[src/inc/sadc_pkg.sv]
package sadc_pkg;
   localparam int NUM_CH = 6;
   localparam int CODE_W = 14;
   localparam int SLOT_W = 16;
   localparam int DIFF_W = 16;
   localparam logic [6:0] FRAME_SCKS = 7'h60;
   localparam logic [6:0] BIT_LEAD = 7'h02;
   localparam logic [6:0] LAST_EDGE = 7'h5f;
   localparam logic [6:0] CNT_ZERO = 7'h00;
   localparam logic [6:0] CNT_ONE = 7'h01;
   localparam logic [2:0] RUN_NAP = 3'h2;
   localparam logic [2:0] RUN_SLEEP = 3'h4;
   localparam logic [2:0] RUN_ZERO = 3'h0;
   localparam logic [2:0] RUN_ONE = 3'h1;
   localparam logic [2:0] SEL_ALL_MIN = 3'h5;
   localparam logic [2:0] CH_ALL = 3'h6;
   localparam logic [2:0] CH_ONE = 3'h1;
   localparam logic [3:0] DATA_BITS = 4'he;
   localparam logic [3:0] MSB_POS = 4'hd;
   localparam logic [13:0] CODE_UNI_MIN = 14'h0000;
   localparam logic [13:0] CODE_UNI_MAX = 14'h3fff;
   localparam logic [13:0] CODE_BIP_MIN = 14'h2000;
   localparam logic [13:0] CODE_BIP_MAX = 14'h1fff;
   localparam logic signed [15:0] UNI_HI = 16'sh3fff;
   localparam logic signed [15:0] BIP_HI = 16'sh1fff;
   localparam logic signed [15:0] BIP_LO = 16'she000;
   localparam logic [7:0] REG_CTRL = 8'h00;
   localparam logic [7:0] REG_STATUS = 8'h04;
   localparam logic [7:0] REG_CONVCNT = 8'h08;
   localparam logic [7:0] REG_RESULT0 = 8'h10;
   localparam logic [7:0] REG_RESULT5 = 8'h24;
   localparam int CTRL_OVR_BIT = 0;
   localparam int CTRL_SEL_LSB = 1;
   localparam int CTRL_POL_BIT = 4;
   localparam logic [4:0] CTRL_RESET = 5'h00;
   localparam logic [15:0] CONVCNT_RESET = 16'h0000;
   localparam logic [15:0] CONVCNT_ONE = 16'h0001;
   typedef enum logic [2:0] {
      PWR_ACTIVE = 3'b001,
      PWR_NAP = 3'b010,
      PWR_SLEEP = 3'b100
   } sadc_pwr_t;
   typedef struct packed {
      logic polarity;
      logic [2:0] count_sel;
   } sadc_cfg_t;
   localparam sadc_cfg_t CFG_RESET = 4'h0;
endpackage

[src/verilog/sadc_readout.sv]
// Local design decisions: register access over Wishbone and the register offsets.
`timescale 1ns/1ps
module sadc_readout
   import sadc_pkg::*;
(
   input wire logic clk_i,
   input wire logic rst_i,
   input wire logic wb_cyc_i,
   input wire logic wb_stb_i,
   input wire logic wb_we_i,
   input wire logic [3:0] wb_sel_i,
   input wire logic [7:0] wb_adr_i,
   input wire logic [31:0] wb_dat_i,
   output logic [31:0] wb_dat_o,
   output logic wb_ack_o,
   input wire logic sck_i,
   input wire logic conversion_trigger_i,
   input wire logic polarity_select_i,
   input wire logic channel_count_select_b0_i,
   input wire logic channel_count_select_b1_i,
   input wire logic channel_count_select_b2_i,
   input wire logic [NUM_CH-1:0][DIFF_W-1:0] sample_diff_i,
   output logic sdo_o,
   output logic sdo_oe_o,
   output logic reference_on_o,
   output logic [2:0] power_state_o
);

   function automatic logic [CODE_W-1:0] sadc_encode(
      input logic signed [DIFF_W-1:0] d,
      input logic polarity_select
   );
      logic [CODE_W-1:0] c;
      c = d[CODE_W-1:0];
      if (!polarity_select) begin
         if (d[DIFF_W-1]) begin
            c = CODE_UNI_MIN;
         end else if (d > UNI_HI) begin
            c = CODE_UNI_MAX;
         end
      end else begin
         if (d < BIP_LO) begin
            c = CODE_BIP_MIN;
         end else if (d > BIP_HI) begin
            c = CODE_BIP_MAX;
         end
      end
      return c;
   endfunction

   function automatic logic [2:0] sadc_nchan(input logic [2:0] sel);
      return (sel >= SEL_ALL_MIN) ? CH_ALL : sel + CH_ONE;
   endfunction

   // pin synchronisers
   logic [2:0] sck_sy;
   logic [2:0] conversion_trigger_sy;
   sadc_cfg_t cfg_s1;
   sadc_cfg_t cfg_s2;
   always_ff @(posedge clk_i) begin
      sck_sy <= {sck_sy[1:0], sck_i};
      conversion_trigger_sy <= {conversion_trigger_sy[1:0], conversion_trigger_i};
      cfg_s1 <= {polarity_select_i, channel_count_select_b2_i,
                 channel_count_select_b1_i, channel_count_select_b0_i};
      cfg_s2 <= cfg_s1;
   end

   wire sck_rise = sck_sy[1] & ~sck_sy[2];
   wire conversion_trigger_rise = conversion_trigger_sy[1] & ~conversion_trigger_sy[2];

   // control state
   logic [4:0] ctrl;
   logic [15:0] conversion_trigger_cnt;
   logic busy;
   logic seen_start;
   logic [6:0] cnt;
   logic [2:0] trig_run;
   sadc_pwr_t pwr;
   sadc_cfg_t cfg_conversion_trigger;
   logic [CODE_W-1:0] res [NUM_CH];

   wire sadc_cfg_t cfg_reg = {ctrl[CTRL_POL_BIT],
                              ctrl[CTRL_SEL_LSB+2:CTRL_SEL_LSB]};
   wire sadc_cfg_t cfg_eff = ctrl[CTRL_OVR_BIT] ? cfg_reg : cfg_s2;
   wire start = conversion_trigger_rise & ~busy;
   wire advance = busy & sck_rise;
   wire frame_end = advance & (cnt == LAST_EDGE);

   // output bit position of the edge being processed
   wire in_stream = cnt >= BIT_LEAD;
   wire [6:0] bit_idx = cnt - BIT_LEAD;
   wire [2:0] slot = bit_idx[6:4];
   wire [3:0] bit_pos = bit_idx[3:0];
   wire [2:0] nchan = sadc_nchan(cfg_conversion_trigger.count_sel);
   wire slot_used = slot < nchan;
   wire data_bit = bit_pos < DATA_BITS;
   wire [2:0] slot_c = slot_used ? slot : RUN_ZERO;
   wire [3:0] msb_off = MSB_POS - bit_pos;
   wire [CODE_W-1:0] slot_word = res[slot_c];
   wire cur_bit = slot_word[msb_off];
   wire drive = in_stream & slot_used & data_bit;

   // power-down edge counting
   wire [2:0] run_inc = (trig_run == RUN_SLEEP) ? trig_run
                                                 : trig_run + RUN_ONE;
   wire [2:0] next_run = sck_rise ? RUN_ZERO :
                         conversion_trigger_rise ? run_inc : trig_run;
   wire sadc_pwr_t next_pwr = (next_run >= RUN_SLEEP) ? PWR_SLEEP :
                              (next_run >= RUN_NAP) ? PWR_NAP :
                              PWR_ACTIVE;

   always_ff @(posedge clk_i) begin
      if (rst_i) begin
         trig_run <= RUN_ZERO;
         pwr <= PWR_ACTIVE;
         reference_on_o <= 1'b1;
         power_state_o <= PWR_ACTIVE;
      end else begin
         trig_run <= next_run;
         pwr <= next_pwr;
         reference_on_o <= (next_pwr != PWR_SLEEP);
         power_state_o <= next_pwr;
      end
   end

   // conversion sequencing
   always_ff @(posedge clk_i) begin
      if (rst_i) begin
         busy <= 1'b0;
         cnt <= CNT_ZERO;
         seen_start <= 1'b0;
         conversion_trigger_cnt <= CONVCNT_RESET;
         cfg_conversion_trigger <= CFG_RESET;
      end else if (start) begin
         busy <= 1'b1;
         cnt <= CNT_ZERO;
         seen_start <= 1'b1;
         conversion_trigger_cnt <= conversion_trigger_cnt + CONVCNT_ONE;
         cfg_conversion_trigger <= cfg_eff;
      end else if (advance) begin
         cnt <= cnt + CNT_ONE;
         busy <= ~frame_end;
      end
   end

   always_ff @(posedge clk_i) begin
      for (int i = 0; i < NUM_CH; i++) begin
         if (rst_i) begin
            res[i] <= CODE_UNI_MIN;
         end else if (start) begin
            res[i] <= sadc_encode(sample_diff_i[i], cfg_eff.polarity);
         end
      end
   end

   // serial data output
   always_ff @(posedge clk_i) begin
      if (rst_i) begin
         sdo_o <= 1'b0;
         sdo_oe_o <= 1'b0;
      end else if (advance) begin
         sdo_oe_o <= drive;
         sdo_o <= drive & cur_bit;
      end else if (sck_rise) begin
         sdo_oe_o <= 1'b0;
         sdo_o <= 1'b0;
      end
   end

   // wishbone slave
   wire req = wb_cyc_i & wb_stb_i & ~wb_ack_o;
   wire wr_ctrl = req & wb_we_i & wb_sel_i[0] & (wb_adr_i == REG_CTRL);
   wire is_res = (wb_adr_i >= REG_RESULT0) & (wb_adr_i <= REG_RESULT5) &
                 (wb_adr_i[1:0] == 2'h0);
   wire [7:0] res_off = wb_adr_i - REG_RESULT0;
   wire [2:0] res_idx = res_off[4:2];
   wire [31:0] status_word = {20'h0_0000, cnt, busy, seen_start, pwr};
   wire [31:0] rd_data =
      (wb_adr_i == REG_CTRL) ? {27'h000_0000, ctrl} :
      (wb_adr_i == REG_STATUS) ? status_word :
      (wb_adr_i == REG_CONVCNT) ? {16'h0000, conversion_trigger_cnt} :
      is_res ? {18'h0_0000, res[res_idx]} : 32'h0000_0000;

   always_ff @(posedge clk_i) begin
      if (rst_i) begin
         ctrl <= CTRL_RESET;
         wb_ack_o <= 1'b0;
         wb_dat_o <= 32'h0000_0000;
      end else begin
         wb_ack_o <= req;
         if (req) begin
            wb_dat_o <= rd_data;
         end
         if (wr_ctrl) begin
            ctrl <= wb_dat_i[4:0];
         end
      end
   end
endmodule

[config.mk]
export PLATFORM = sky130hd
export DESIGN_NAME = sadc_readout
export DESIGN_NICKNAME = d
export VERILOG_FILES = /design/src/inc/sadc_pkg.sv /design/src/verilog/sadc_readout.sv
export SDC_FILE = /design/constraint.sdc
export NUM_CORES = 1
export LEC_CHECK = 0
export ABC_AREA = 1
export BUFFER_PORTS_ARGS = -buffer_cell sky130_fd_sc_hd__buf_2
export CORE_AREA = 4 4 179 181
export CTS_CLUSTER_SIZE = 40
export DETAILED_ROUTE_END_ITERATION = 16
export DIE_AREA = 0 0 183 185
export PLACE_DENSITY = 0.49
export SLEW_MARGIN = 5
export SYNTH_ARGS = -nofsm -noshare
export SYNTH_HDL_FRONTEND = slang
export SYNTH_SLANG_ARGS = --single-unit
export TNS_END_PERCENT = 30
[constraint.sdc]
create_clock -name clk_i -period 3.9 [get_ports clk_i]
set_clock_uncertainty 0.2 [all_clocks]
set_input_delay 0.78 -clock clk_i [delete_from_list [all_inputs] [get_ports clk_i]]
set_output_delay 0.78 -clock clk_i [all_outputs]
set_load 0.01 [all_outputs]
==> flow_summary.toml, run 1 <==
[clock_network]
cts_made_buffers = 17
cts_setup_buffers = 0
holdBufCountCts = 0
cts_max_path_buffers = 2
cts_root_buf = "clkbuf_16"
cts_resized = 0
clk_pin_slew_ns = 0.07
h-tree-depth = 4
clock_latency_ns = 0.43
cts_sinks = 156
cts_tree = "done"

[synthesis]
synth_top_cell_area_share_pct = 28.0
syn_area_sq_mm = 0.00902
ys.flop_type = "edfxtp_1"
ys_seq_area_share_pct = 44.0
synth_edf_count = 84
async_flop_share_pct = 0
ys_types = 49
yosys_warnings = 0
synth-seq-cells = 156
yosys.area.top_type = "edfxtp_1"
synthCells = 1166
ys_top_cells_by_area = "edfxtp_1 (28%), dfxtp_1 (16%), o21ai_0 (12%)"
synth_area_per_cell_sq_um = 7.73

[timing]
hold_slack_ns = 0.127
layout_min_cycle_time_ns = 3.57
maxSlewViolCount = 0
fmax_ghz = 0.280
slew_headroom_pct = 45.7
rsz0062_at_grt = "false"
worstMarginPinSlew_ns = 0.815
setup_tns_ns = 0
finalHoldViolations = 0
setup-violations-final = 0
timing.final.crit_share_pct = 91.6

[min_path]
holdPathStages = 0
hp-start = "cfg_s1[2]"
hold_path_end = "cfg_s2[2]"
hold_path.class = "flop to flop"

[critical_path]
cp_common_cell = "nand2_1"
crit_arrival_ns = 3.69
rrSetupSlack_ns = 0.33
r2r-end = "sdo_o"
timing.rr.start = "cnt[1]"
cp_cell_sequence = "inv_2 > ha_1 > nand3_1 > xor2_1 > inv_1 > ha_1 > a21oi_2 > nand3_2 > inv_1 > nand3_1 > nand3_1 > nand2_1 > nand2_1 > nand2_1 > nand4_1 > nand2_1 > nand3_1 > nand2_1"
cp.required_ns = 4.02
worstRegToRegCells = 18
slowest_stage = "dfxtp_1"
start_kind = "flop"
cp-startpoint = "cnt[1]"
worst_setup_path_end_kind = "flop"
path_class = "flop to flop"
crit_buf_inv = 3
cp_slowest_stage_delay_ns = 0.53
crit_fanout = 11
cp_top_family = "simple AND/OR/NAND/NOR gates"

[run]
maxCapViolCount = 0

[die]
rows = 64
fp.dieW_um = 183
start_util_pct = 29.6
core_area_sq_mm = 0.0304
ios = 190
die_area_sq_mm = 0.0339
fp.dieH_um = 185

[place]
numPortBuffers = 143
place_congestion = 0.880
hpwlAfterDp_mm = 21.6

[global_route]
grt_use_total_pct = 17.1
grt_overflow_total = 0
grt_pass1_wl_mm = 45.4
grt_pass1_vias = 7894
antenna_found_initial = 1
grt_max_degree = 64

[finish]
drive_gt1_share_pct = 17.8
syn2layout_area_growth_pct = 16.7
nFillCells = 3301
multi_input_area_sq_mm = 0.00429
regArea_sq_mm = 0.00396
nets = 1434
antenna_cells = 0

[power]
ir_drop_uv = 283
power.density_mw_per_mm2 = 378
p_leak_uw = 0.00412

[drt]
drc = 0
routed_wl_mm = 29.6
ant_nets = 0
wire_per_inst_um = 17.6
dr.pass1.iters = 6
viasPerCell = 5.17
drtIter0Drc = 639
vias = 8686

[run_status]
status = "finished, final reports clean"
-- worst max path at each step --
stage                        end  slack (ns)  cells after the start
final                      sdo_o        0.33                     18
after global routing       sdo_o        0.07                     18
after CTS                  sdo_o        0.38                     18
after detailed placement   sdo_o        0.41                     18
after global placement     sdo_o        0.43                     18
after floorplan           cnt[2]        0.33                      5
-- flip-flops by register name, summed over array words and instances (netlist names), 3 cells and up --
register	cells
cfg_s2	4
cfg_s1	4
cfg_conversion_trigger	3
wb_dat_o	16
conversion_trigger_cnt	16
sck_sy	3
trig_run	3
res	84
conversion_trigger_sy	3
ctrl	5
cnt	7
-- cells in the mapped netlist (3+ instances only) --
cell type / n
nand4_1: 25
edfxtp_1: 84
o21ai_0: 208
dfxtp_1: 72
nor2_1: 87
buf_2: 8
buf_4: 22
nor2_2: 3
buf_6: 5
o221ai_1: 26
a21oi_1: 151
nor3_1: 11
inv_1: 87
nor2_4: 3
inv_2: 8
o211ai_1: 3
nand3_1: 69
nand3_2: 4
nor3_2: 3
xor2_1: 3
a22oi_1: 3
nand2_1: 180
ha_1: 12
nand2_2: 6
clkbuf_1: 51
-- placed cells by master (no fill, tap or decap), types with 3 or more instances in the layout --
cell type,instances
a21oi_1,151
a22oi_1,3
buf_12,3
buf_2,143
buf_4,13
clkbuf_16,17
clkinv_2,3
clkinv_4,3
conb_1,16
dfxtp_1,72
edfxtp_1,84
ha_1,12
inv_1,87
inv_2,8
inv_6,5
nand2_1,179
nand2_2,6
nand2_4,3
nand3_1,69
nand3_2,4
nand4_1,25
nor2_1,87
nor2_2,3
nor2_4,3
nor3_1,11
nor3_2,3
o211ai_1,3
o21ai_0,208
o221ai_1,26
xor2_1,3
-- worst register-to-register path, cell delays in order (launching register included) --
cell and delay [ns]:
dfxtp_1 0.53, inv_2 0.14, ha_1 0.25, nand3_1 0.11, xor2_1 0.16, inv_1 0.11
ha_1 0.22, a21oi_2 0.35, nand3_2 0.30, inv_1 0.32, nand3_1 0.12, nand3_1 0.12
nand2_1 0.06, nand2_1 0.06, nand2_1 0.05, nand4_1 0.11, nand2_1 0.06, nand3_1 0.13
nand2_1 0.06
-- metal layers --
layer  vias up  GRT usage (%)  wire [um]  part of all wire, %
met5         -              0          7                0.024
met2       336           25.4      12900                   44
met4         2           5.75        654                  2.2
li1       4251              -          -                    -
met3        31           2.57       1990                  6.7
met1      4066           25.5      14100                   47
-- area by class of cell --
type / instances / area share, %
well taps: 396 / 4.71
clock inverters: 14 / 1.03
multi-input cells: 840 / 40.8
clock buffers: 18 / 4.08
flip-flops and latches: 156 / 37.7
inverters: 97 / 3.46
repair buffers: 159 / 8.30
-- cell families after synthesis --
logic type                 count (synthesis)  share of synthesized area [%]
xor gates and xnor gates                   6                          0.666
DFF                                      156                           44.0
and+or+nand+nor                          403                           20.5
other                                      1                         0.0416
buffers and inverters                    185                           9.15
adders and majority gates                 12                           1.67
muxes                                      1                          0.111
AOI/OAI and AO/OA                        402                           23.9
-- per-stage QoR --
step	instances	setup slack (ns)	total power (uW)	util, %	instance area (sq um)
2_1_floorplan	1181	0.333	2230	-	9070
3_3_place_gp	1648	0.430	2440	32.8	9990
3_5_place_dp	1648	0.415	2440	32.8	9990
4_1_cts	1680	0.379	4010	34.6	10500
5_1_grt	1680	0.0656	4160	34.6	10500
6_report	1680	0.327	3980	34.6	10500
-- report_power, final --
| group | switching (uW) | leakage, uW | internal, uW |
|---|---|---|---|
| clock | 738 | 0.000272 | 829 |
| sequential | 52.1 | 0.00148 | 1810 |
| combinational | 371 | 0.00237 | 180 |
Note: power is estimated with default switching activity, not from simulation.
==> run 2: changes to the inputs <==
Settings changed: CORE_AREA 4 4 179 181 to 2 2 177 179, CTS_CLUSTER_DIAMETER set to 50, DIE_AREA 0 0 183 185 to 0 0 179 181.
==> run 2 against run 1 <==
Compared with the run above:
- cell count rose by 0.18%
- die area fell by 4.3%
- maximum frequency fell by 1.0%
- worst hold slack improved by 0.0027 ns
- critical endpoint unchanged
- power rose by 2.2%
- non-clock buffer count rose by 3
- final area rose by 0.40%
- register-to-register slack got worse by 0.04 ns
- critical path type unchanged
- via count rose by 0.48%
- clock-buffer cell count fell by 1
- wire length fell by 0.88%
==> flow_summary.toml, run 2 (same netlist as run 1, synthesis figures left out) <==
[run_status]
status = "finished, final reports clean"

[finish]
nets = 1437
final_cell_mix = "o21ai_0 (208), nand2_1 (179), a21oi_1 (151)"
antenna_cells = 0
final_design_area_no_fill_sq_mm = 0.0106
largest_register = "res"
drive_gt1_share_pct = 18.0
layout_commonest_cell = "o21ai_0"
top_regs = "res: 84 flops, conversion_trigger_cnt: 16 flops, wb_dat_o: 16 flops"
largest_reg_flops = 84
syn2layout_area_growth_pct = 17.2

[timing]
slew_headroom_pct = 46.1
worstMarginPinSlew_ns = 0.809
finalHoldViolations = 0
maxSlewViolCount = 0
setup-violations-final = 0
fmax_ghz = 0.277
hold_slack_ns = 0.129
setup_tns_ns = 0
rsz0062_at_grt = "false"
timing.final.crit_share_pct = 92.5
layout_min_cycle_time_ns = 3.61

[critical_path]
path_class = "flop to flop"
crit_arrival_ns = 3.74
cp_common_cell = "nand2_1"
worst_setup_path_end_kind = "flop"
cp_cell_sequence = "inv_2 > ha_1 > nand3_1 > xor2_1 > inv_1 > ha_1 > a21oi_2 > nand3_4 > buf_12 > nand2_1 > nand3_1 > nand3_1 > nand2_1 > nand2_1 > nand2_1 > nand4_1 > nand2_1 > nand3_1 > nand2_1"
cp.required_ns = 4.03
slowest_stage = "dfxtp_1"
cp_slowest_stage_delay_ns = 0.54
crit_fanout = 28
start_kind = "flop"

[clock_network]
cts_resized = 0
cts_made_buffers = 17
clock_latency_ns = 0.44
clk_pin_slew_ns = 0.07
h-tree-depth = 4
cts_root_buf = "clkbuf_16"
cts_tree = "done"
cts_max_path_buffers = 2
cts_sinks = 156
cts_setup_buffers = 0
holdBufCountCts = 0

[global_route]
grt_busiest_layer = "met2"
grtUsageMet3_pct = 2.71
grt_overflow_total = 0
grtUsageMet1_pct = 26.8
grt_max_degree = 49
grt_pass1_vias = 7809
grtUsageMet2_pct = 27.3
grt_use_total_pct = 18.1
antenna_found_initial = 0
grt_pass1_wl_mm = 44.8

[die]
fp.dieH_um = 181
rows = 64
ios = 190
die_area_sq_mm = 0.0324
fp.dieW_um = 179
core_area_sq_mm = 0.0303
start_util_pct = 29.7

[power]
combPwrFrac_pct = 13.7
net-switching-power_uw = 1220
total_power_uw = 4060
p_leak_uw = 0.00414
pwr-share-seq_pct = 45.7
ir_drop_uv = 286
sw_frac_of_total_pct = 30.1
power.density_mw_per_mm2 = 385
p_int_uw = 2840
clkPwrFrac_pct = 40.6

[place]
place_congestion = 0.935
dpl-instance-area_sq_mm = 0.0100
hpwlAfterDp_mm = 21.5
numPortBuffers = 143

[run]
maxCapViolCount = 0

[drt]
wire_per_inst_um = 17.4
vias = 8728
drc = 0
drtIter0Drc = 823
viasPerCell = 5.19
dr.pass1.iters = 5
routed_wl_mm = 29.3
ant_nets = 0

[min_path]
hold_path.class = "flop to flop"
run 2: changes by cell type in the layout (fill, tap and decap cells not counted), sizes merged:
cell,previous run,this run
clkinv,8,4
inv,103,106
buf,159,162
clkinvlp,0,2
clkbuf,18,17
run 2: area by class of cell:
| cell class | instances | area (sq um) |
|---|---|---|
| Fill cell | 3196 | 19800 |
| Multi-Input combinational cell | 840 | 4290 |
| Sequential cell | 156 | 3960 |
| Timing Repair Buffer | 162 | 883 |
| Tap cell | 396 | 495 |
| Clock buffer | 17 | 425 |
| Inverter | 97 | 364 |
| Clock inverter | 15 | 145 |
run 2: path summary, 6_finish.rpt:
path                  start   endpoint  slack (ns)  cells past startpoint
setup / recovery     cnt[1]      sdo_o        0.29                     19
hold / removal    cfg_s1[1]  cfg_s2[1]        0.13                      0
setup reg to reg     cnt[1]      sdo_o        0.29                     19
hold reg to reg   cfg_s1[1]  cfg_s2[1]        0.13                      0
run 2: power by group through the flow:
stage	Combinational, uW	Clock [uW]	Sequential, uW
after global placement	544	0	1900
final	557	1650	1860
after CTS	550	1690	1860
after detailed placement	547	0	1890
after floorplan	358	0	1880
after global routing	619	1750	1870
run 2: worst max-delay path: cells and delay by family, from the launching register on:
kind | cells | cell delay (ns)
AOI/OAI and AO/OA | 1 | 0.40
and+or+nand+nor | 12 | 1.22
buffers and inverters | 3 | 0.50
adders and majority gates | 2 | 0.46
DFF | 1 | 0.54
xor gates and xnor gates | 1 | 0.16
run 2: metal layers:
| metal | wire length (um) | vias up |
|---|---|---|
| li1 | - | 4267 |
| met1 | 14100 | 4073 |
| met2 | 12900 | 357 |
| met3 | 1790 | 31 |
| met4 | 470 | 0 |
| met5 | 0 | - |
run 2: per-stage QoR:
step | setup slack [ns] | std cells | utilization [%]
after floorplan | 0.333 | 1181 | -
after global placement | 0.384 | 1651 | 32.9
after detailed placement | 0.347 | 1651 | 32.9
after CTS | 0.318 | 1683 | 34.8
after global routing | 0.0373 | 1683 | 34.8
final | 0.291 | 1683 | 34.8
==> run 3: changes to the inputs <==
Settings changed: BUFFER_PORTS_ARGS -buffer_cell sky130_fd_sc_hd__buf_2 to not set, DONT_BUFFER_PORTS set to 1, PLACE_DENSITY 0.49 to 0.43.
==> run 3 against run 2 <==
Compared with the run above:
- global-route usage up 0.099 points
- clock power hardly changed
- clock-buffer cell count is the same
- die area is the same
- worst setup slack gained 0.11 ns
- power decreased by 2.9%
- non-clock buffer count fell by 146
- sequential cell count did not move
- via count down 7.6%
- core utilization fell by 2.4 points
- sequential share of layout area is 2.8 points higher
- critical path depth grew 2
- critical path type unchanged
- largest power group unchanged
- highest routed layer unchanged
==> flow_summary.toml, run 3 (same netlist as run 1, synthesis figures left out) <==
[run_status]
status = "finished, final reports clean"

[critical_path]
crit_fanout = 14
cp.required_ns = 4.07
worst_setup_path_end_kind = "flop"
start_kind = "flop"
r2r-end = "sdo_o"
timing.rr.start = "cnt[1]"
rrSetupSlack_ns = 0.40
worstRegToRegCells = 21
path_class = "flop to flop"
crit_arrival_ns = 3.67

[finish]
final_core_util_pct = 32.4
largest_reg_flops = 84
final_cell_mix = "o21ai_0 (208), nand2_1 (179), a21oi_1 (151)"
nFillCells = 3176
layout_commonest_cell = "o21ai_0"
largest_register = "res"
nets = 1291
top_regs = "res: 84 flops, conversion_trigger_cnt: 16 flops, wb_dat_o: 16 flops"
drive_gt1_share_pct = 7.45
antenna_cells = 0
syn2layout_area_growth_pct = 9.09

[clock_network]
cts_made_buffers = 17
cts_resized = 0
cts_sinks = 156
cts_setup_buffers = 0
holdBufCountCts = 0
clock_latency_ns = 0.43
clk_pin_slew_ns = 0.07
cts_root_buf = "clkbuf_16"
h-tree-depth = 4
cts_max_path_buffers = 2
cts_tree = "done"

[drt]
drc = 0
drtIter0Drc = 786
routed_wl_mm = 29.7
dr.pass1.iters = 5
ant_nets = 0
viasPerCell = 5.25
vias = 8064
wire_per_inst_um = 19.3

[timing]
slew_headroom_pct = 46.4
timing.final.crit_share_pct = 89.8
setup_tns_ns = 0
layout_min_cycle_time_ns = 3.50
worstMarginPinSlew_ns = 0.801
fmax_ghz = 0.285
rsz0062_at_grt = "false"
maxSlewViolCount = 0
setup-violations-final = 0
finalHoldViolations = 0

[min_path]
hp-start = "cfg_s1[1]"
hold_path.class = "flop to flop"
hold_path_end = "cfg_s2[1]"
holdPathStages = 0

[die]
fp.dieW_um = 179
ios = 190
fp.dieH_um = 181
rows = 64
die_area_sq_mm = 0.0324
start_util_pct = 29.7
core_area_sq_mm = 0.0303

[global_route]
grt_pass1_wl_mm = 44.7
antenna_found_initial = 0
grt_use_total_pct = 18.2
grt_overflow_total = 0
grt_max_degree = 55
grt_pass1_vias = 7317

[power]
p_int_uw = 2830
pwr-share-seq_pct = 47.2
power.density_mw_per_mm2 = 401
clkPwrFrac_pct = 41.3
combPwrFrac_pct = 11.5
net-switching-power_uw = 1120
sw_frac_of_total_pct = 28.3
total_power_uw = 3950
ir_drop_uv = 291
p_leak_uw = 0.00352

[place]
place_congestion = 0.880
hpwlAfterDp_mm = 21.6
numPortBuffers = 0

[run]
maxCapViolCount = 0
run 3: changes by cell type in the layout (fill, tap and decap cells not counted), moves of 2 or more:
cell,previous run,this run
buf_4,17,13
inv_8,5,0
clkinv_4,0,3
inv_6,6,4
buf_2,143,0
clkinvlp_4,2,5
run 3: metal layers:
| metal | part of all wire (%) | wire [um] | vias up | track usage, % |
|---|---|---|---|---|
| li1 | - | - | 3976 | - |
| met1 | 49 | 14600 | 3814 | 27.6 |
| met2 | 43 | 12700 | 251 | 26.0 |
| met3 | 6.1 | 1810 | 23 | 3.96 |
| met4 | 1.9 | 571 | 0 | 4.55 |
| met5 | 0 | 0 | - | 0 |
run 3: layout make-up:
class	instances	area, sq um	share of cell area [%]
tap	396	495	5.04
sequential	156	3960	40.3
inverter	97	364	3.70
clock inverter	15	138	1.40
multi-input combinational	840	4290	43.6
clock buffer	17	425	4.33
timing repair buffer	16	158	1.60
run 3: power by group through the flow:
stage | clock network, uW | logic [uW] | registers [uW]
2_1_floorplan | 0 | 358 | 1880
3_3_place_gp | 0 | 449 | 1900
3_5_place_dp | 0 | 450 | 1900
4_1_cts | 1670 | 452 | 1860
5_1_grt | 1740 | 510 | 1870
6_report | 1630 | 454 | 1870
run 3: per-stage QoR:
stage | instance area [sq um] | hold slack (ns) | setup slack (ns) | instances
6_report | 9840 | 0.127 | 0.397 | 1537
5_1_grt | 9840 | 0.139 | 0.0631 | 1537
4_1_cts | 9840 | 0.128 | 0.382 | 1537
3_5_place_dp | 9270 | 0.112 | 0.426 | 1505
3_3_place_gp | 9270 | 0.113 | 0.420 | 1505
2_1_floorplan | 9070 | 0.110 | 0.333 | 1181
run 3: critical path: stages, from the launching register on:
cell	delay [ns]
dfxtp_1	0.53
inv_2	0.14
ha_1	0.25
nand3_1	0.12
xor2_1	0.16
inv_1	0.09
ha_1	0.21
a21oi_2	0.24
buf_4	0.24
nand3_4	0.10
buf_4	0.23
inv_1	0.17
nand2_1	0.07
nand3_1	0.06
o21ai_0	0.11
nand2_1	0.07
nand2_1	0.05
nand2_1	0.08
nand3_1	0.10
nand2_1	0.07
nand3_1	0.08
nand2_1	0.06
run 3: worst max-delay path by stage:
| stage | from | to | slack, ns | cells past startpoint |
|---|---|---|---|---|
| floorplan | rst_i | cnt[2] | 0.33 | 5 |
| global placement | cnt[1] | sdo_o | 0.42 | 21 |
| detailed placement | cnt[1] | sdo_o | 0.43 | 21 |
| CTS | cnt[1] | sdo_o | 0.38 | 21 |
| global route | cnt[1] | sdo_o | 0.06 | 21 |
| finish | cnt[1] | sdo_o | 0.40 | 21 |
